--- config.mk ---
export PLATFORM = sky130hd
export DESIGN_NAME = ledcr_regs
export DESIGN_NICKNAME = d
export VERILOG_FILES = /design/src/hdl/ledcr_pkg.sv /design/src/hdl/ledcr_regs.sv
export SDC_FILE = /design/constraint.sdc
export NUM_CORES = 1
export LEC_CHECK = 0
export ABC_AREA = 1
export BUFFER_PORTS_ARGS = -buffer_cell sky130_fd_sc_hd__buf_2
export CORE_MARGIN = 10
export CORE_UTILIZATION = 40
export DETAILED_ROUTE_END_ITERATION = 10
export GPL_TIMING_DRIVEN = 0
export PLACE_DENSITY = 0.66
export SYNTH_ARGS = -nofsm -noshare
export SYNTH_HDL_FRONTEND = slang
export SYNTH_SLANG_ARGS = --single-unit
--- constraint.sdc ---
create_clock -name mclk -period 6.7 [get_ports mclk]
set_clock_uncertainty 0.2 [all_clocks]
set_input_delay 0.67 -clock mclk [delete_from_list [all_inputs] [get_ports mclk]]
set_output_delay 0.67 -clock mclk [all_outputs]
set_load 0.02 [all_outputs]
--- src/hdl/ledcr_pkg.sv ---
/*
 * package for the led driver control register bank: offsets, fields, resets, timing
 * assumes a 200 MHz mclk
 */
package ledcr_pkg;
    localparam logic [7:0] ADDR_GENCFG   = 8'h01;
    localparam logic [7:0] ADDR_AUXCTL   = 8'h02;
    localparam logic [7:0] ADDR_FADEON   = 8'h03;
    localparam logic [7:0] ADDR_FADEOFF  = 8'h04;
    localparam logic [7:0] ADDR_CH1CUR   = 8'h05;
    localparam logic [7:0] ADDR_CH2CUR   = 8'h06;
    localparam logic [7:0] ADDR_FAULT    = 8'h07;
    localparam logic [7:0] ADDR_OPENCFG  = 8'h08;
    localparam logic [7:0] ADDR_GUARD    = 8'h09;
    localparam logic [7:0] ADDR_PROTCFG  = 8'h0A;

    localparam logic [7:0] RST_GENCFG    = 8'h84;
    localparam logic [7:0] RST_AUXCTL    = 8'h00;
    localparam logic [7:0] RST_FADE      = 8'h64;
    localparam logic [7:0] RST_CUR       = 8'h00;
    localparam logic [7:0] RST_OPENCFG   = 8'h1A;
    localparam logic [7:0] RST_GUARD     = 8'h00;
    localparam logic [7:0] RST_PROTCFG   = 8'h78;
    localparam logic [7:0] UNLOCK_CODE   = 8'hC5;

    localparam logic [7:0] MASK_GENCFG   = 8'hFD;
    localparam logic [7:0] MASK_AUXCTL   = 8'h17;
    localparam logic [7:0] MASK_PROTCFG  = 8'h7F;

    localparam int BIT_TEMP = 7;
    localparam int BIT_BATT = 6;
    localparam int BIT_AUXS = 5;
    localparam int BIT_FONS = 4;
    localparam int BIT_FOFS = 3;
    localparam int BIT_PWMM = 2;
    localparam int BIT_ENM  = 0;
    localparam int BIT_AUXON = 4;
    localparam int BIT_DIM  = 7;

    localparam int  CLK_MHZ        = 200;
    localparam int  DEBOUNCE_MS    = 37;
    localparam int  DEBOUNCE_CYC   = DEBOUNCE_MS * 1000 * CLK_MHZ;
    localparam int  FADE_STEP_MS   = 7;
    localparam int  FADE_STEP_CYC  = FADE_STEP_MS * 1000 * CLK_MHZ;
    localparam int  FADE_MIN_US    = 75;
    localparam int  FADE_MIN_CYC   = FADE_MIN_US * CLK_MHZ;

    typedef struct packed {
        logic [2:0] openFlags;
        logic [2:0] shortFlags;
        logic       overheat;
    } ledcr_fault_t;

    typedef struct packed {
        logic       thermalRolloff;
        logic       battery24;
        logic       fadeOnFromReg;
        logic       fadeOffFromReg;
        logic       pwmExternal;
        logic       pulseMode;
        logic [2:0] auxCurrentStep;
        logic [7:0] ch1Scale;
        logic [7:0] ch2Scale;
        logic [31:0] fadeOnCycles;
        logic [31:0] fadeOffCycles;
    } ledcr_ctl_t;
endpackage : ledcr_pkg

--- src/hdl/ledcr_regs.sv ---
/*
 * led driver control register bank with enable-pin handling and dimming control
 * assumes the serial protocol engine gives byte-wide write/read strobes; inputs synchronous
 */
`timescale 1ns/100ps
module ledcr_regs (
    input  wire logic                  mclk,
    input  wire logic                  resetn,
    input  wire logic                  xferStart,
    input  wire logic [7:0]            xferAddr,
    input  wire logic                  wrStrobe,
    input  wire logic [7:0]            wrData,
    input  wire logic                  rdStrobe,
    output logic [7:0]                 rdData,
    input  wire ledcr_pkg::ledcr_fault_t faultIn,
    input  wire logic [1:0]            channel_enable_pins,
    input  wire logic                  auxEnablePin,
    output ledcr_pkg::ledcr_ctl_t      ctl,
    output logic [1:0]                 channelOn,
    output logic                       aux_channel_on,
    output logic                       rampUp,
    output logic                       dimDirect
);
    // ----------------------------------------
    // registers
    // ----------------------------------------
    logic [7:0] genCfg_ff, auxCtl_ff, fadeOn_ff, fadeOff_ff, ch1_ff, ch2_ff;
    logic [7:0] openCfg_ff, guard_ff, protCfg_ff, ptr_ff;
    logic       dim_ff;
    logic [1:0] pinStable_ff, pinPrev_ff, chanState_ff;
    logic [31:0] dbCnt_ff [2];
    logic       unlocked;
    logic [7:0] wrAddr;

    function automatic logic [31:0] fadeCycles(input logic [7:0] code);
        fadeCycles = (code == 8'h00) ? 32'(ledcr_pkg::FADE_MIN_CYC)
                                     : 32'(code) * 32'(ledcr_pkg::FADE_STEP_CYC);
    endfunction : fadeCycles

    assign unlocked = (guard_ff == ledcr_pkg::UNLOCK_CODE);
    assign wrAddr   = xferStart ? xferAddr : ptr_ff;

    // ----------------------------------------
    // register pointer
    // ----------------------------------------
    always_ff @(posedge mclk or negedge resetn) begin
        if (!resetn) begin
            ptr_ff <= 8'h00;
        end else if (wrStrobe || rdStrobe) begin
            ptr_ff <= wrAddr + 8'h01;
        end else if (xferStart) begin
            ptr_ff <= xferAddr;
        end
    end

    // ----------------------------------------
    // register writes
    // ----------------------------------------
    always_ff @(posedge mclk or negedge resetn) begin
        if (!resetn) begin
            genCfg_ff  <= ledcr_pkg::RST_GENCFG;
            auxCtl_ff  <= ledcr_pkg::RST_AUXCTL;
            fadeOn_ff  <= ledcr_pkg::RST_FADE;
            fadeOff_ff <= ledcr_pkg::RST_FADE;
            ch1_ff     <= ledcr_pkg::RST_CUR;
            ch2_ff     <= ledcr_pkg::RST_CUR;
            openCfg_ff <= ledcr_pkg::RST_OPENCFG;
            guard_ff   <= ledcr_pkg::RST_GUARD;
            protCfg_ff <= ledcr_pkg::RST_PROTCFG;
            dim_ff     <= 1'b0;
        end else if (wrStrobe) begin
            if (wrAddr == ledcr_pkg::ADDR_GUARD) begin
                guard_ff <= wrData;
            end else if (unlocked) begin
                unique case (wrAddr)
                    ledcr_pkg::ADDR_GENCFG:  genCfg_ff  <= wrData & ledcr_pkg::MASK_GENCFG;
                    ledcr_pkg::ADDR_AUXCTL:  auxCtl_ff  <= wrData & ledcr_pkg::MASK_AUXCTL;
                    ledcr_pkg::ADDR_FADEON:  fadeOn_ff  <= wrData;
                    ledcr_pkg::ADDR_FADEOFF: fadeOff_ff <= wrData;
                    ledcr_pkg::ADDR_CH1CUR:  ch1_ff     <= wrData;
                    ledcr_pkg::ADDR_CH2CUR:  ch2_ff     <= wrData;
                    ledcr_pkg::ADDR_FAULT:   dim_ff     <= wrData[ledcr_pkg::BIT_DIM];
                    ledcr_pkg::ADDR_OPENCFG: openCfg_ff <= wrData;
                    ledcr_pkg::ADDR_PROTCFG: protCfg_ff <= wrData & ledcr_pkg::MASK_PROTCFG;
                    default: ;
                endcase
            end
        end
    end

    // ----------------------------------------
    // read data
    // ----------------------------------------
    always_ff @(posedge mclk or negedge resetn) begin
        if (!resetn) begin
            rdData <= 8'h00;
        end else if (rdStrobe) begin
            unique case (wrAddr)
                ledcr_pkg::ADDR_GENCFG:  rdData <= genCfg_ff;
                ledcr_pkg::ADDR_AUXCTL:  rdData <= auxCtl_ff;
                ledcr_pkg::ADDR_FADEON:  rdData <= fadeOn_ff;
                ledcr_pkg::ADDR_FADEOFF: rdData <= fadeOff_ff;
                ledcr_pkg::ADDR_CH1CUR:  rdData <= ch1_ff;
                ledcr_pkg::ADDR_CH2CUR:  rdData <= ch2_ff;
                ledcr_pkg::ADDR_FAULT:   rdData <= {dim_ff, faultIn.overheat,
                                                   faultIn.openFlags,
                                                   faultIn.shortFlags};
                ledcr_pkg::ADDR_OPENCFG: rdData <= openCfg_ff;
                ledcr_pkg::ADDR_GUARD:   rdData <= guard_ff;
                ledcr_pkg::ADDR_PROTCFG: rdData <= protCfg_ff;
                default:                 rdData <= 8'h00;
            endcase
        end
    end

    // ----------------------------------------
    // enable pin debounce and mode
    // ----------------------------------------
    for (genvar ch = 0; ch < 2; ch++) begin : g_pin
        always_ff @(posedge mclk or negedge resetn) begin
            if (!resetn) begin
                dbCnt_ff[ch]     <= 32'h00000000;
                pinStable_ff[ch] <= 1'b0;
                pinPrev_ff[ch]   <= 1'b0;
                chanState_ff[ch] <= 1'b0;
            end else begin
                pinPrev_ff[ch] <= pinStable_ff[ch];
                if (channel_enable_pins[ch] == pinStable_ff[ch]) begin
                    dbCnt_ff[ch] <= 32'h00000000;
                end else if (dbCnt_ff[ch] >= 32'(ledcr_pkg::DEBOUNCE_CYC - 1)) begin
                    dbCnt_ff[ch]     <= 32'h00000000;
                    pinStable_ff[ch] <= channel_enable_pins[ch];
                end else begin
                    dbCnt_ff[ch] <= dbCnt_ff[ch] + 32'h00000001;
                end
                if (genCfg_ff[ledcr_pkg::BIT_ENM]) begin
                    if (pinPrev_ff[ch] && !pinStable_ff[ch]) begin
                        chanState_ff[ch] <= !chanState_ff[ch];
                    end
                end else begin
                    chanState_ff[ch] <= pinStable_ff[ch];
                end
            end
        end
    end

    // ----------------------------------------
    // outputs
    // ----------------------------------------
    always_ff @(posedge mclk or negedge resetn) begin
        if (!resetn) begin
            ctl            <= '0;
            channelOn      <= 2'b00;
            aux_channel_on <= 1'b0;
            rampUp         <= 1'b0;
            dimDirect      <= 1'b0;
        end else begin
            ctl.thermalRolloff <= genCfg_ff[ledcr_pkg::BIT_TEMP];
            ctl.battery24      <= genCfg_ff[ledcr_pkg::BIT_BATT];
            ctl.fadeOnFromReg  <= genCfg_ff[ledcr_pkg::BIT_FONS];
            ctl.fadeOffFromReg <= genCfg_ff[ledcr_pkg::BIT_FOFS];
            ctl.pwmExternal    <= genCfg_ff[ledcr_pkg::BIT_PWMM];
            ctl.pulseMode      <= genCfg_ff[ledcr_pkg::BIT_ENM];
            ctl.auxCurrentStep <= auxCtl_ff[2:0];
            ctl.ch1Scale       <= ch1_ff;
            ctl.ch2Scale       <= ch2_ff;
            ctl.fadeOnCycles   <= fadeCycles(fadeOn_ff);
            ctl.fadeOffCycles  <= fadeCycles(fadeOff_ff);
            channelOn          <= chanState_ff;
            aux_channel_on     <= genCfg_ff[ledcr_pkg::BIT_AUXS]
                                  ? auxCtl_ff[ledcr_pkg::BIT_AUXON]
                                  : auxEnablePin;
            dimDirect          <= genCfg_ff[ledcr_pkg::BIT_PWMM] & dim_ff;
            rampUp             <= ~genCfg_ff[ledcr_pkg::BIT_PWMM] & dim_ff;
        end
    end

    // ----------------------------------------
    // checks
    // ----------------------------------------
    AST_LOCKED_WRITE: assert property (@(posedge mclk) disable iff (!resetn)
        (wrStrobe && !unlocked && wrAddr == ledcr_pkg::ADDR_CH1CUR) |=> $stable(ch1_ff))
        else $error("locked write changed a register");
    AST_PTR_INC: assert property (@(posedge mclk) disable iff (!resetn)
        wrStrobe |=> ptr_ff == $past(wrAddr) + 8'h01)
        else $error("pointer did not advance");
    AST_AUX_REG: assert property (@(posedge mclk) disable iff (!resetn)
        (genCfg_ff[ledcr_pkg::BIT_AUXS] && $stable(auxCtl_ff)) |=>
        aux_channel_on == $past(auxCtl_ff[ledcr_pkg::BIT_AUXON]))
        else $error("aux output not from register");
    AST_AUX_PIN: assert property (@(posedge mclk) disable iff (!resetn)
        !genCfg_ff[ledcr_pkg::BIT_AUXS] |=> aux_channel_on == $past(auxEnablePin))
        else $error("aux output not from pin");
    AST_RESERVED: assert property (@(posedge mclk) disable iff (!resetn)
        (auxCtl_ff & ~ledcr_pkg::MASK_AUXCTL) == 8'h00 && genCfg_ff[1] == 1'b0)
        else $error("reserved bit set");
    AST_FAULT_RO: assert property (@(posedge mclk) disable iff (!resetn)
        (rdStrobe && wrAddr == ledcr_pkg::ADDR_FAULT) |=>
        rdData[5:0] == $past({faultIn.openFlags, faultIn.shortFlags}))
        else $error("fault flags misreported");
    AST_DIM_EXT: assert property (@(posedge mclk) disable iff (!resetn)
        (genCfg_ff[ledcr_pkg::BIT_PWMM] && dim_ff) ##1 $stable(dim_ff) |-> dimDirect && !rampUp)
        else $error("external dimming wrong");
    AST_LEVEL: assert property (@(posedge mclk) disable iff (!resetn)
        (!genCfg_ff[ledcr_pkg::BIT_ENM] && $stable(genCfg_ff)) |=>
        chanState_ff == $past(pinStable_ff))
        else $error("level mode not following pin");
endmodule : ledcr_regs

**Word level (Yosys, flattened, before mapping)**

Index checks and enable logic that the tools add are counted.

- Latch bits: 0
- Input bits: 31
- Memory bits (read-only): 0
- Memory bits (writable): 0
- Memories kept: 0
- Output and inout bits: 102
- Logic and storage cells: 98
- Register bits after elaboration: 241

- Shift-type cells: 0
- $mul: 2
- Order comparisons: 2
- Equality and inequality tests: 15
- Reduce and logical (&&, ||, !) cells: 21
- Divide/modulo/power cells: 0
- Multiplexer cells: 14
- $add $sub $neg: 3
- Bitwise logic cells: 6

Operator list:

| cell | number |
|---|---|
| $mux 32 | 4 |
| $pmux 8 s10 | 1 |
| $add 32x1->32 const B | 2 |
| $ge 32x23->1 const B | 2 |
| $mux 29 | 2 |
| $mul 8x15->23 const B | 2 |
| $reduce_and 4->1 | 9 |
| $eq 8x3->1 const B | 4 |
| $eq 8x4->1 const B | 3 |
| $eq 8x2->1 const B | 2 |
| $logic_not 8->1 | 2 |
| $mux 8 | 2 |
| $add 8x1->8 const B | 1 |
| $eq 8x1->1 const B | 1 |
| $eq 8x8->1 const B | 1 |
| $reduce_and 2->1 | 3 |
| $mux 1 | 5 |
| $logic_not 1->1 | 4 |
| $ne 2x1->1 const B | 2 |
| $not 1->1 | 4 |
| $and 1x1->1 | 2 |
| $eq 1x1->1 | 2 |
| $logic_and 1x1->1 | 2 |
| $logic_or 1x1->1 | 1 |

**Longest topological paths before layout**

Gate-level depths: netlist of run 1.

- Word-level depth: 4
- Gate-level depth with buffers: 19
- Mapped depth without buffers: 19

**Least setup slack after synthesis of run 1**

Ideal clock, no wire load.

- Path type: reg2reg
- Start: register fadeOff_ff[6]
- End: register ctl[27] in the netlist's numbering
- Buffers on the path: 0
- Required time: 6383 ps
- Cell stages (with the launch flop): 20
- Setup time: 117 ps
- Path slack: 2557 ps
- Arrival time: 3826 ps
- Clock period less this slack: 4143 ps
- Cells stage by stage: dfstp_2 > inv_1 > ha_1 > inv_1 > fa_1 > inv_1 > fa_1 > inv_1 > fa_1 > inv_1 > ha_1 > nand2_1 > nor3_1 > nand3_1 > nand3_1 > nand3b_1 > nand2_1 > nand2_1 > nand2_1 > nor2_1

- Cells in the longest elaborated chain, start to end: 2
- Elaborated cells between the ends (all ways): 3
- Classes of those cells: mul (1); mux (1); reduce/logical (1)

RTL lines:

| what | RTL line | RTL |
|---|---|---|
| start, declared | ledcr_regs.sv:27 | `logic [7:0] genCfg_ff, auxCtl_ff, fadeOn_ff, fadeOff_ff, ch1_ff, ch2_ff;` |
| start signal, assigned | ledcr_regs.sv:64 | `fadeOff_ff <= ledcr_pkg::RST_FADE;` |
| start signal, assigned | ledcr_regs.sv:79 | `ledcr_pkg::ADDR_FADEOFF: fadeOff_ff <= wrData;` |
| $mul 8x15->23 or $logic_not 8->1 (tied branches) | ledcr_regs.sv:37, ledcr_regs.sv:36 |  |
| $mux 29 * | ledcr_regs.sv:36 | `fadeCycles = (code == 8'h00) ? 32'(ledcr_pkg::FADE_MIN_CYC)` |
| end, declared | ledcr_regs.sv:18 | `output ledcr_pkg::ledcr_ctl_t ctl,` |

Every way passes the cells marked *; elsewhere a longest branch is shown, timed or not.
A chain may end at the register's enable or synchronous reset.

**Worst setup path after layout of run 1**

- Start: register fadeOn_ff[6]
- End: register ctl[58] in the netlist's numbering

- Cells in the longest elaborated chain, start to end: 2
- Elaborated cells between the ends (all ways): 3
- Classes of those cells: mul (1); mux (1); reduce/logical (1)

RTL lines:

| what | RTL line | RTL |
|---|---|---|
| start, declared | ledcr_regs.sv:27 |  |
| start signal, assigned | ledcr_regs.sv:63 | `fadeOn_ff <= ledcr_pkg::RST_FADE;` |
| start signal, assigned | ledcr_regs.sv:78 | `ledcr_pkg::ADDR_FADEON: fadeOn_ff <= wrData;` |
| $mul 8x15->23 or $logic_not 8->1 (tied branches) | ledcr_regs.sv:37, ledcr_regs.sv:36 |  |
| $mux 29 * | ledcr_regs.sv:36 |  |

Marks and branches as above.

==> results.tsv, run 1 <==
stage	metric	value	unit
worst_setup_path	setup.reg_to_reg.worst_slack	2.05	ns
clock_tree	post_cts_resized	0	
power	p_per_area	185.4	nW/um2
clock_tree	ctsLongestPathBuffers	3	
power	intPower	2.340	mW
clock_tree	cts_post_setup_buffers_inserted	0	
clock_tree	clock_tree.htree_level_count	1	
clock_tree	clk_transition_reported_paths	0.06	ns
logic_synthesis	yosys_most_used_dff	sky130_fd_sc_hd__dfrtp_1	
route	drt_drc_violations_left	0	
placed_design	port_buffers	117	
worst_setup_path	crit_start	fadeOn_ff[6]	
sta	rsz0062_at_grt	no	
sta	final_min_period_over_clock_period	69.39	%
clock_tree	root_buffer	sky130_fd_sc_hd__clkbuf_16	
placed_design	dp_cells	2290	
global_routing	grt_usage	15.97	%
global_routing	global_route_wire_length_before_repair	58220	um
route	antenna_violating_nets_post_route	0	
global_routing	grt_overflow	0	
power	power.share.sequential	46.5	%
placed_design	gpl.final_weighted_congestion	0.9075	
global_routing	first_global_vias	11350	
cells_and_area	final_net_count	2069	
floorplan	die_boundary_width	208.8	um
floorplan	initial_core_util	40.28	%
worst_setup_path	timing.rr.start	fadeOn_ff[6]	
sta	totalNegativeSetupSlack	0	ns
power	power.share.clock	49.0	%
worst_setup_path	cp-start-kind	flop	
sta	worst_slew_pin_slew	0.6364	ns
sta	report.final.slew_viol_count	0	
route	viasPerCell	4.853	
placed_design	detailed_place_hpwl	27290	um
sta	hold_ws	0.1466	ns
clock_tree	numCtsBuffers	26	
min_path	min-delay-start	channel_enable_pins[0]	
logic_synthesis	seq_area_frac_synth	40.68	%
worst_setup_path	timing.setup.critical_path_class	flop to flop	
sta	setup-violations-final	0	
logic_synthesis	yosys.area.top_type	sky130_fd_sc_hd__dfrtp_1	
outcome	outcome	completed	
logic_synthesis	netlist-cell-type-count	37	
logic_synthesis	post-synth-top-count-cell	sky130_fd_sc_hd__nand2_1	
logic_synthesis	ys_top_cells_by_area	sky130_fd_sc_hd__dfrtp_1, sky130_fd_sc_hd__ha_1, sky130_fd_sc_hd__nand2_1, sky130_fd_sc_hd__fa_1, sky130_fd_sc_hd__inv_1	
power	power.leakage	8.568	nW
min_path	min-delay-path-class	input pin to flop	
logic_synthesis	ys_async_sr_fraction	100.0	%
floorplan	die_area	43600	um2
route	detail_route.iter0.violations	774	
global_routing	largest_net_degree_at_the_start_of_global_routing	97	
cells_and_area	final_util	46.70	%
power	sw_frac_of_total	23.65	%
route	detail_route.first_pass.iterations	7	
clock_tree	clock_tree_from_tritoncts	built	
floorplan	core-area	35400	um2
power	power.share.combinational	4.5	%
floorplan	vertical_die_dimension	208.8	um
logic_synthesis	netlist_area	14260	um2
sta	maxSlewHeadroom	57.25	%
job	max-cap-violations	0	
route	route.final.wire_length	34980	um
sta	layout_min_cycle_time	4.649	ns
logic_synthesis	syn_inst	1679	
cells_and_area	layoutNonFillerInstCount	2341	
worst_setup_path	worstPathMaxFanout	9	
route	drt-wirelength-per-cell	14.94	um
logic_synthesis	post-synth-top-area-fraction	37.91	%
power	switching_power	0.7249	mW
logic_synthesis	postSynthRegisterBits	231	
route	vias	11360	
logic_synthesis	number_of_flops_mapped_to_enable_cells_by_yosys	0	
worst_setup_path	crit_path_end_kind	flop	
sta	fmaxAchievable	0.2151	GHz
floorplan	rows	69	
power	ir_worst_vdd	0.0001644	V
worst_setup_path	crit_arrival	4.92	ns
logic_synthesis	avgSynthCellArea	8.492	um2
clock_tree	clock-sinks	231	
global_routing	number_of_antenna_violations_at_the_first_check_in_global_routing	7	
cells_and_area	area_growth	15.94	%
logic_synthesis	yosysWarnings	0	
sta	finalHoldViolations	0	
cells_and_area	share_of_final_layout_standard_cells_stronger_than_drive_strength_1	12.25	%
floorplan	ios	133	
logic_synthesis	synth.cells.most_frequent	sky130_fd_sc_hd__nand2_1, sky130_fd_sc_hd__inv_1, sky130_fd_sc_hd__dfrtp_1	
worst_setup_path	crit_required	6.97	ns
clock_tree	clk_latency	0.55	ns
[placed cells by master, fill, tap and decap left out, drive strengths merged, types with 11 or more instances in the layout]
master and instances:
a21oi 45, buf 147, clkbuf 40, clkinv 11, conb 32, dfrtp 216
dfstp 15, fa 60, ha 120, inv 273, nand2 344, nand3 121
nand4 22, nor2 196, nor3 21, o21ai 102, xnor2 15, xor2 40
[worst max-delay path, stage by stage (launching register included)]
cell and delay, ns:
sky130_fd_sc_hd__dfstp_2 0.68, sky130_fd_sc_hd__inv_1 0.11, sky130_fd_sc_hd__ha_1 0.36, sky130_fd_sc_hd__inv_1 0.08, sky130_fd_sc_hd__fa_1 0.53, sky130_fd_sc_hd__inv_1 0.05, sky130_fd_sc_hd__fa_1 0.50, sky130_fd_sc_hd__inv_1 0.06
sky130_fd_sc_hd__fa_1 0.53, sky130_fd_sc_hd__inv_1 0.04, sky130_fd_sc_hd__ha_1 0.37, sky130_fd_sc_hd__a21oi_1 0.25, sky130_fd_sc_hd__o21ai_0 0.16, sky130_fd_sc_hd__nand2_1 0.09, sky130_fd_sc_hd__nand3_1 0.16, sky130_fd_sc_hd__nand2_1 0.10
sky130_fd_sc_hd__nand3_1 0.09, sky130_fd_sc_hd__nand2_1 0.07, sky130_fd_sc_hd__nand2_1 0.05, sky130_fd_sc_hd__nor2_1 0.10
[area by class of cell]
cell class / instances / area (um2)
inverters: 274 / 1028
flip-flops and latches: 231 / 5799
fillers: 3448 / 18870
diodes: 2 / 5.005
repair buffers: 120 / 660.6
plain buffers: 40 / 239.0
clock buffers: 28 / 668.1
multi-input cells: 1165 / 7307
well taps: 461 / 576.8
clock inverters: 20 / 245.2
[flip-flops by register name (all words and copies together), names as in the netlist, 4 cells and up]
signal / cells
guard_ff: 8
rdData: 8
dbCnt_ff: 64
ch1_ff: 8
ch2_ff: 8
ptr_ff: 8
genCfg_ff: 7
auxCtl_ff: 4
openCfg_ff: 8
ctl: 73
fadeOn_ff: 8
protCfg_ff: 7
fadeOff_ff: 8
[metal layers]
metal | share of wire (%) | GRT usage, %
met3 | 6.0 | 3.460
met1 | 44 | 20.32
met5 | 0.20 | 0
met2 | 48 | 26.81
met4 | 2.1 | 4.416
[per-stage QoR]
step	total power [mW]	area, um2	setup slack (ns)
after global placement	1.582	15540	0.7942
after detailed placement	1.589	15600	2.075
after global routing	3.188	16530	1.750
after CTS	3.111	16520	2.043
final	3.065	16530	2.051
after floorplan	1.520	14370	2.557
[what timing repair did]
item                                   in CTS  in global routing
endpoints found under the hold margin      48                  0
hold buffers                                1                  0
setup endpoints to repair                   0                  0
[power by group through the flow]
stage	Combinational, mW	Clock, mW	Sequential (mW)
2_1_floorplan	0.0710	0	1.45
3_3_place_gp	0.133	0	1.45
3_5_place_dp	0.140	0	1.45
4_1_cts	0.141	1.55	1.42
5_1_grt	0.156	1.61	1.43
6_report	0.139	1.50	1.42
[final timing paths]
kind,depth (start not counted),end
worst max-delay path,19,ctl[58]
worst min-delay path,3,pinStable_ff[0]
worst max register to register,19,ctl[58]
worst min register to register,0,channelOn[1]
max in group asynchronous,4,genCfg_ff[2]
min in group asynchronous,2,ctl[53]
[kinds of logic (layout without fill, tap and decap cells)]
logic type / count (synthesis) / in the layout / synth area share [%]
AO/OA/AOI/OAI: 174 / 174 / 6.529
XOR/XNOR: 55 / 55 / 3.379
adder cells (fa/ha/maj): 180 / 180 / 18.96
buffers and inverters: 314 / 482 / 8.890
flip-flops: 231 / 231 / 40.68
multiplexers: 1 / 1 / 0.07898
other: 1 / 34 / 0.02630
AND/OR/NAND/NOR: 723 / 723 / 21.47
Power figures use the tool's default switching activity.
==> inputs of run 2 (changes only) <==
==> constraint.sdc (replaced) <==
create_clock -name mclk -period 4.8 [get_ports mclk]
set_clock_uncertainty 0.2 [all_clocks]
set_input_delay 0.48 -clock mclk [delete_from_list [all_inputs] [get_ports mclk]]
set_output_delay 0.48 -clock mclk [all_outputs]
set_load 0.02 [all_outputs]
==> results.tsv, run 2 (synthesis results as in run 1) <==
stage	metric	value	unit
floorplan	core-area	35400	um2
clock_tree	root_buffer	sky130_fd_sc_hd__clkbuf_16	
sta	rsz0062_at_grt	no	
floorplan	ios	133	
clock_tree	numCtsBuffers	26	
power	power.leakage	8.612	nW
sta	setup-violations-final	0	
worst_setup_path	worstPathMaxFanout	5	
cells_and_area	layout.filler_cells	3447	
floorplan	vertical_die_dimension	208.8	um
clock_tree	ctsLongestPathBuffers	3	
cells_and_area	share_of_final_layout_standard_cells_stronger_than_drive_strength_1	12.45	%
sta	report.final.slew_viol_count	0	
worst_setup_path	critical_path.n_buffers_inverters	5	
placed_design	gpl.final_weighted_congestion	0.9075	
route	vias	11410	
sta	maxSlewHeadroom	56.43	%
power	power	4.282	mW
worst_setup_path	slowest_stage	sky130_fd_sc_hd__dfstp_2	
worst_setup_path	slowest_delay	0.58	ns
power	p_per_area	257.4	nW/um2
cells_and_area	final_net_count	2079	
route	detail_route.iter0.violations	757	
floorplan	rows	69	
floorplan	die_boundary_width	208.8	um
cells_and_area	final_util	47.00	%
cells_and_area	area_growth	16.68	%
global_routing	grt_usage	15.98	%
global_routing	number_of_antenna_violations_at_the_first_check_in_global_routing	7	
worst_setup_path	setup.reg_to_reg.worst_slack	0.30	ns
worst_setup_path	r2r-end	ctl[27]	
global_routing	largest_net_degree_at_the_start_of_global_routing	97	
route	detail_route.first_pass.iterations	6	
min_path	min-delay-start	rdStrobe	
cells_and_area	mostFrequentLayoutCells	sky130_fd_sc_hd__nand2_1, sky130_fd_sc_hd__inv_1, sky130_fd_sc_hd__dfrtp_1, sky130_fd_sc_hd__nor2_1, sky130_fd_sc_hd__buf_2	
global_routing	global_route_wire_length_before_repair	58300	um
clock_tree	clock_tree_from_tritoncts	built	
job	max-cap-violations	0	
worst_setup_path	timing.rr.start	fadeOff_ff[6]	
worst_setup_path	critical_path.cell_chain	inv_1 > ha_1 > inv_1 > fa_1 > inv_1 > fa_1 > inv_1 > fa_1 > inv_1 > ha_1 > nand2_1 > o21ai_0 > nand2_1 > nand3_1 > nand3b_1 > nand2_1 > nand2_1 > nand2_1 > nor2_1	
clock_tree	clk_transition_reported_paths	0.06	ns
floorplan	initial_core_util	40.28	%
cells_and_area	final_common_cell	sky130_fd_sc_hd__nand2_1	
floorplan	die_area	43600	um2
clock_tree	clk_latency	0.55	ns
sta	worst_slew_pin_slew	0.6487	ns
route	drt-wirelength-per-cell	14.88	um
global_routing	grt_overflow	0	
worst_setup_path	worstRegToRegCells	19	
sta	totalNegativeSetupSlack	0	ns
sta	final_min_period_over_clock_period	93.84	%
placed_design	port_buffers	117	
worst_setup_path	crit_required	5.04	ns
min_path	hold-path-endpoint	rdData[2]	
worst_setup_path	cp-start-kind	flop	
route	viasPerCell	4.845	
sta	fmaxAchievable	0.2220	GHz
outcome	outcome	completed	
placed_design	detailed_place_hpwl	27290	um
clock_tree	clock_tree.htree_level_count	1	
clock_tree	clock-sinks	231	
sta	finalHoldViolations	0	
route	antenna_violating_nets_post_route	0	
cells_and_area	largest_register_ffs	73	
route	drt_drc_violations_left	0	
sta	layout_min_cycle_time	4.504	ns
min_path	timing.hold.worst_path_depth	3	
cells_and_area	regMostFlops	ctl	
cells_and_area	reg.largest.list	ctl x73, dbCnt_ff x64	
power	ir_worst_vdd	0.0002296	V
worst_setup_path	crit_path_end_kind	flop	
min_path	min-delay-path-class	input pin to flop	
worst_setup_path	crit_arrival	4.74	ns
worst_setup_path	timing.setup.critical_path_class	flop to flop	
worst_setup_path	path_delay_family	adder cells	
global_routing	first_global_vias	11380	
route	route.final.wire_length	35030	um
## run 2: worst max-delay path by stage
| stage | start | to | slack (ns) | depth (start not counted) |
|---|---|---|---|---|
| 3_5_place_dp | fadeOn_ff[6] | ctl[58] | 0.18 | 19 |
| 5_1_grt | fadeOn_ff[2] | ctl[57] | 0.004 | 14 |
| 6_report | fadeOff_ff[6] | ctl[27] | 0.30 | 19 |
| 4_1_cts | fadeOn_ff[6] | ctl[58] | 0.14 | 19 |
| 2_1_floorplan | fadeOff_ff[6] | ctl[27] | 0.66 | 19 |
| 3_3_place_gp | resetn | dbCnt_ff[50] | -0.92 | 1 |
## run 2: area by class of cell
cell class | count | area [um2] | area share [%]
tap | 461 | 576.8 | 3.467
clock inverter | 20 | 245.2 | 1.474
timing repair buffer | 130 | 753.2 | 4.528
inverter | 274 | 1028 | 6.182
sequential | 231 | 5801 | 34.87
antenna | 5 | 12.51 | 0.07521
clock buffer | 28 | 668.1 | 4.016
buffer | 40 | 239.0 | 1.437
multi-input combinational | 1165 | 7312 | 43.95
## run 2: timing repair
item	4_1_cts	5_1_grt
endpoints found under the setup margin	0	17
gates resized for setup	0	3
hold buffers	8	0
buffers inserted	0	3
hold endpoints to repair	55	0
## run 2: routing by layer
layer  up-vias  global-route usage [%]  wire (um)
li1       5658                       -          -
met1      5429                   20.50      15450
met2       268                   26.84      16860
met3        46                   3.161       2063
met4         4                   4.416        635
met5         -                       0         27
## run 2: where the power goes
group	internal (mW)	leakage, nW	switching (mW)
registers	1.98	2.99	0.0130
clock network	1.24	0.430	0.856
logic	0.0554	5.19	0.144
## run 2: through the flow
step / hold WS, ns / instance area, um2 / cells / worst slack, ns
floorplan: -0.01559 / 14370 / 1710 / 0.6572
global placement: 0.1696 / 15540 / 2288 / -0.9158
detailed placement: 0.1663 / 15600 / 2290 / 0.1750
CTS: 0.02249 / 16590 / 2346 / 0.1425
global route: 0.03734 / 16630 / 2353 / 0.003911
finish: 0.04406 / 16640 / 2354 / 0.2958
## run 2: worst min-delay path, delay by kind of cell
kind | cells | cell delay [ns]
buffers and inverters | 1 | 0.15
and+or+nand+nor | 2 | 0.12
==> inputs of run 3 (changes only) <==
--- a/config.mk
+++ b/config.mk
@@ -11,7 +11,7 @@
 export CORE_UTILIZATION = 40
 export DETAILED_ROUTE_END_ITERATION = 10
 export GPL_TIMING_DRIVEN = 0
-export PLACE_DENSITY = 0.66
+export PLACE_DENSITY = 0.69
 export SYNTH_ARGS = -nofsm -noshare
 export SYNTH_HDL_FRONTEND = slang
 export SYNTH_SLANG_ARGS = --single-unit
==> constraint.sdc (replaced) <==
create_clock -name mclk -period 4.1 [get_ports mclk]
set_clock_uncertainty 0.2 [all_clocks]
set_input_delay 0.41 -clock mclk [delete_from_list [all_inputs] [get_ports mclk]]
set_output_delay 0.41 -clock mclk [all_outputs]
set_load 0.02 [all_outputs]
==> results.tsv, run 3 (synthesis results as in run 1) <==
stage	metric	value	unit
min_path	timing.hold.worst_path_depth	5	
cells_and_area	final_net_count	2119	
route	detail_route.first_pass.iterations	7	
floorplan	die_area	43600	um2
power	switching_power	1.147	mW
worst_setup_path	timing.rr.start	fadeOn_ff[2]	
worst_setup_path	critical_path.n_buffers_inverters	2	
power	p_per_area	284.4	nW/um2
cells_and_area	area_growth	23.48	%
floorplan	ios	133	
power	power	5.008	mW
worst_setup_path	worstRegToRegCells	15	
global_routing	largest_net_degree_at_the_start_of_global_routing	124	
placed_design	detailed_place_hpwl	26850	um
power	power.share.sequential	46.5	%
global_routing	grt_usage	15.96	%
power	intPower	3.861	mW
global_routing	grt_overflow	0	
worst_setup_path	slowest_stage	sky130_fd_sc_hd__dfstp_2	
cells_and_area	post-route-cell-area	17610	um2
sta	final_min_period_over_clock_period	99.99	%
clock_tree	clk_transition_reported_paths	0.06	ns
worst_setup_path	crit_required	4.34	ns
min_path	min-delay-path-class	input pin to flop	
placed_design	port_buffers	117	
sta	setup_ws	0.0003744	ns
worst_setup_path	cp-start-kind	flop	
floorplan	rows	69	
sta	finalHoldViolations	0	
clock_tree	ctsLongestPathBuffers	3	
floorplan	die_boundary_width	208.8	um
cells_and_area	largest_register_ffs	73	
clock_tree	clk_latency	0.55	ns
route	vias	11620	
cells_and_area	layoutNonFillerInstCount	2391	
global_routing	number_of_antenna_violations_at_the_first_check_in_global_routing	3	
job	max-cap-violations	0	
worst_setup_path	path_delay_family	adder cells	
clock_tree	numCtsBuffers	26	
power	power.share.clock	48.9	%
sta	fmaxAchievable	0.2439	GHz
worst_setup_path	r2r-end	ctl[57]	
worst_setup_path	critical_path.cell_chain	inv_4 > fa_1 > inv_1 > ha_2 > or2_4 > fa_1 > fa_1 > ha_4 > nand2_1 > nor2_2 > nor2_1 > o21ai_2 > nand3_2 > a21oi_1 > nor2_1	
sta	report.final.slew_viol_count	0	
placed_design	gpl.final_weighted_congestion	0.9230	
cells_and_area	reg.largest.list	ctl x73, dbCnt_ff x64	
cells_and_area	final_common_cell	sky130_fd_sc_hd__nand2_1	
cells_and_area	mostFrequentLayoutCells	sky130_fd_sc_hd__nand2_1, sky130_fd_sc_hd__inv_1, sky130_fd_sc_hd__dfrtp_1, sky130_fd_sc_hd__nor2_1, sky130_fd_sc_hd__buf_2	
sta	hold_ws	0.08550	ns
min_path	hold-path-endpoint	ptr_ff[7]	
floorplan	initial_core_util	40.28	%
clock_tree	root_buffer	sky130_fd_sc_hd__clkbuf_16	
worst_setup_path	timing.setup.critical_path_class	flop to flop	
clock_tree	clock-sinks	231	
outcome	outcome	completed	
cells_and_area	regMostFlops	ctl	
sta	rsz0062_at_grt	yes	
route	route.final.wire_length	36460	um
worst_setup_path	crit_arrival	4.34	ns
placed_design	dp_slack	-0.4234	ns
sta	worst_slew_pin_slew	0.8047	ns
sta	layout_min_cycle_time	4.100	ns
sta	maxSlewHeadroom	46.35	%
route	detail_route.iter0.violations	810	
worst_setup_path	crit_path_end_kind	flop	
route	antenna_violating_nets_post_route	0	
sta	totalNegativeSetupSlack	0	ns
global_routing	global_route_wire_length_before_repair	58110	um
floorplan	vertical_die_dimension	208.8	um
min_path	min-delay-start	xferAddr[7]	
sta	setup-violations-final	0	
clock_tree	clock_tree_from_tritoncts	built	
cells_and_area	layout.filler_cells	3277	
placed_design	dp_cells	2289	
global_routing	first_global_vias	11270	
worst_setup_path	setup.reg_to_reg.worst_slack	0.0004	ns
cells_and_area	final_util	49.74	%
cells_and_area	share_of_final_layout_standard_cells_stronger_than_drive_strength_1	20.54	%
route	viasPerCell	4.858	
placed_design	dpl-instance-area	15610	um2
floorplan	core-area	35400	um2
route	drt-wirelength-per-cell	15.25	um
power	power.leakage	8.992	nW
worst_setup_path	slowest_delay	0.58	ns
power	sw_frac_of_total	22.90	%
power	ir_worst_vdd	0.0002579	V
clock_tree	clock_tree.htree_level_count	1	
route	drt_drc_violations_left	0	
power	power.share.combinational	4.6	%
worst_setup_path	worstPathMaxFanout	5	
worst_setup_path	path_common_cell	sky130_fd_sc_hd__fa_1	
## run 3: cell count changes in the layout (fill, tap and decap cells not counted), sizes merged
| cell | before | now |
|---|---|---|
| buf | 150 | 189 |
| bufinv | 4 | 3 |
| clkbuf | 40 | 49 |
| clkinv | 11 | 8 |
| clkinvlp | 6 | 3 |
| diode | 5 | 2 |
| dlygate4sd3 | 8 | 9 |
| inv | 273 | 271 |
## run 3: cell type report
type                    count  area (um2)  share of cell area, %
plain buffers              40       239.0                  1.357
repair buffers            170        1059                  6.012
diodes                      2       5.005                0.02843
flip-flops and latches    231        5807                  32.98
multi-input cells        1165        7968                  45.26
well taps                 461       576.8                  3.276
clock buffers              37       762.0                  4.328
inverters                 274        1040                  5.906
clock inverters            11       150.1                 0.8528
## run 3: power groups by stage
stage	registers (mW)	clock network, mW	logic, mW
final	2.33	2.45	0.230
after global routing	2.33	2.62	0.259
after CTS	2.33	2.51	0.232
after detailed placement	2.37	0	0.224
after global placement	2.37	0	0.215
after floorplan	2.37	0	0.116
## run 3: worst max path at each step
| stage | startpoint | end | slack, ns | depth (start not counted) |
|---|---|---|---|---|
| 2_1_floorplan | fadeOn_ff[6] | ctl[60] | 0.02 | 15 |
| 3_3_place_gp | resetn | ctl[58] | -1.52 | 1 |
| 3_5_place_dp | fadeOff_ff[6] | ctl[18] | -0.42 | 16 |
| 4_1_cts | fadeOn_ff[2] | ctl[58] | -0.02 | 16 |
| 5_1_grt | fadeOn_ff[2] | ctl[53] | -0.13 | 16 |
| 6_report | fadeOn_ff[2] | ctl[57] | 0.0004 | 15 |
## run 3: worst min-delay path, cell delays in order
cell and delay (ns):
sky130_fd_sc_hd__buf_2 0.10, sky130_fd_sc_hd__inv_1 0.05, sky130_fd_sc_hd__nand2_1 0.05, sky130_fd_sc_hd__nand2_1 0.10
sky130_fd_sc_hd__xnor2_1 0.08
## run 3: routing by layer
metal	share of wire [%]	global-route usage, %	vias to the layer above
li1	-	-	5724
met1	44	20.88	5561
met2	49	26.90	282
met3	5.1	2.565	46
met4	2.0	4.093	2
met5	0.019	0	-
## run 3: timing repair
| action | in CTS | in global routing |
|---|---|---|
| setup buffers | 17 | 26 |
| gates resized for setup | 45 | 127 |
| pin swaps | 17 | 77 |
| hold buffers | 9 | 0 |
| endpoints found under the hold margin | 124 | 0 |
| setup endpoints to repair | 30 | 29 |
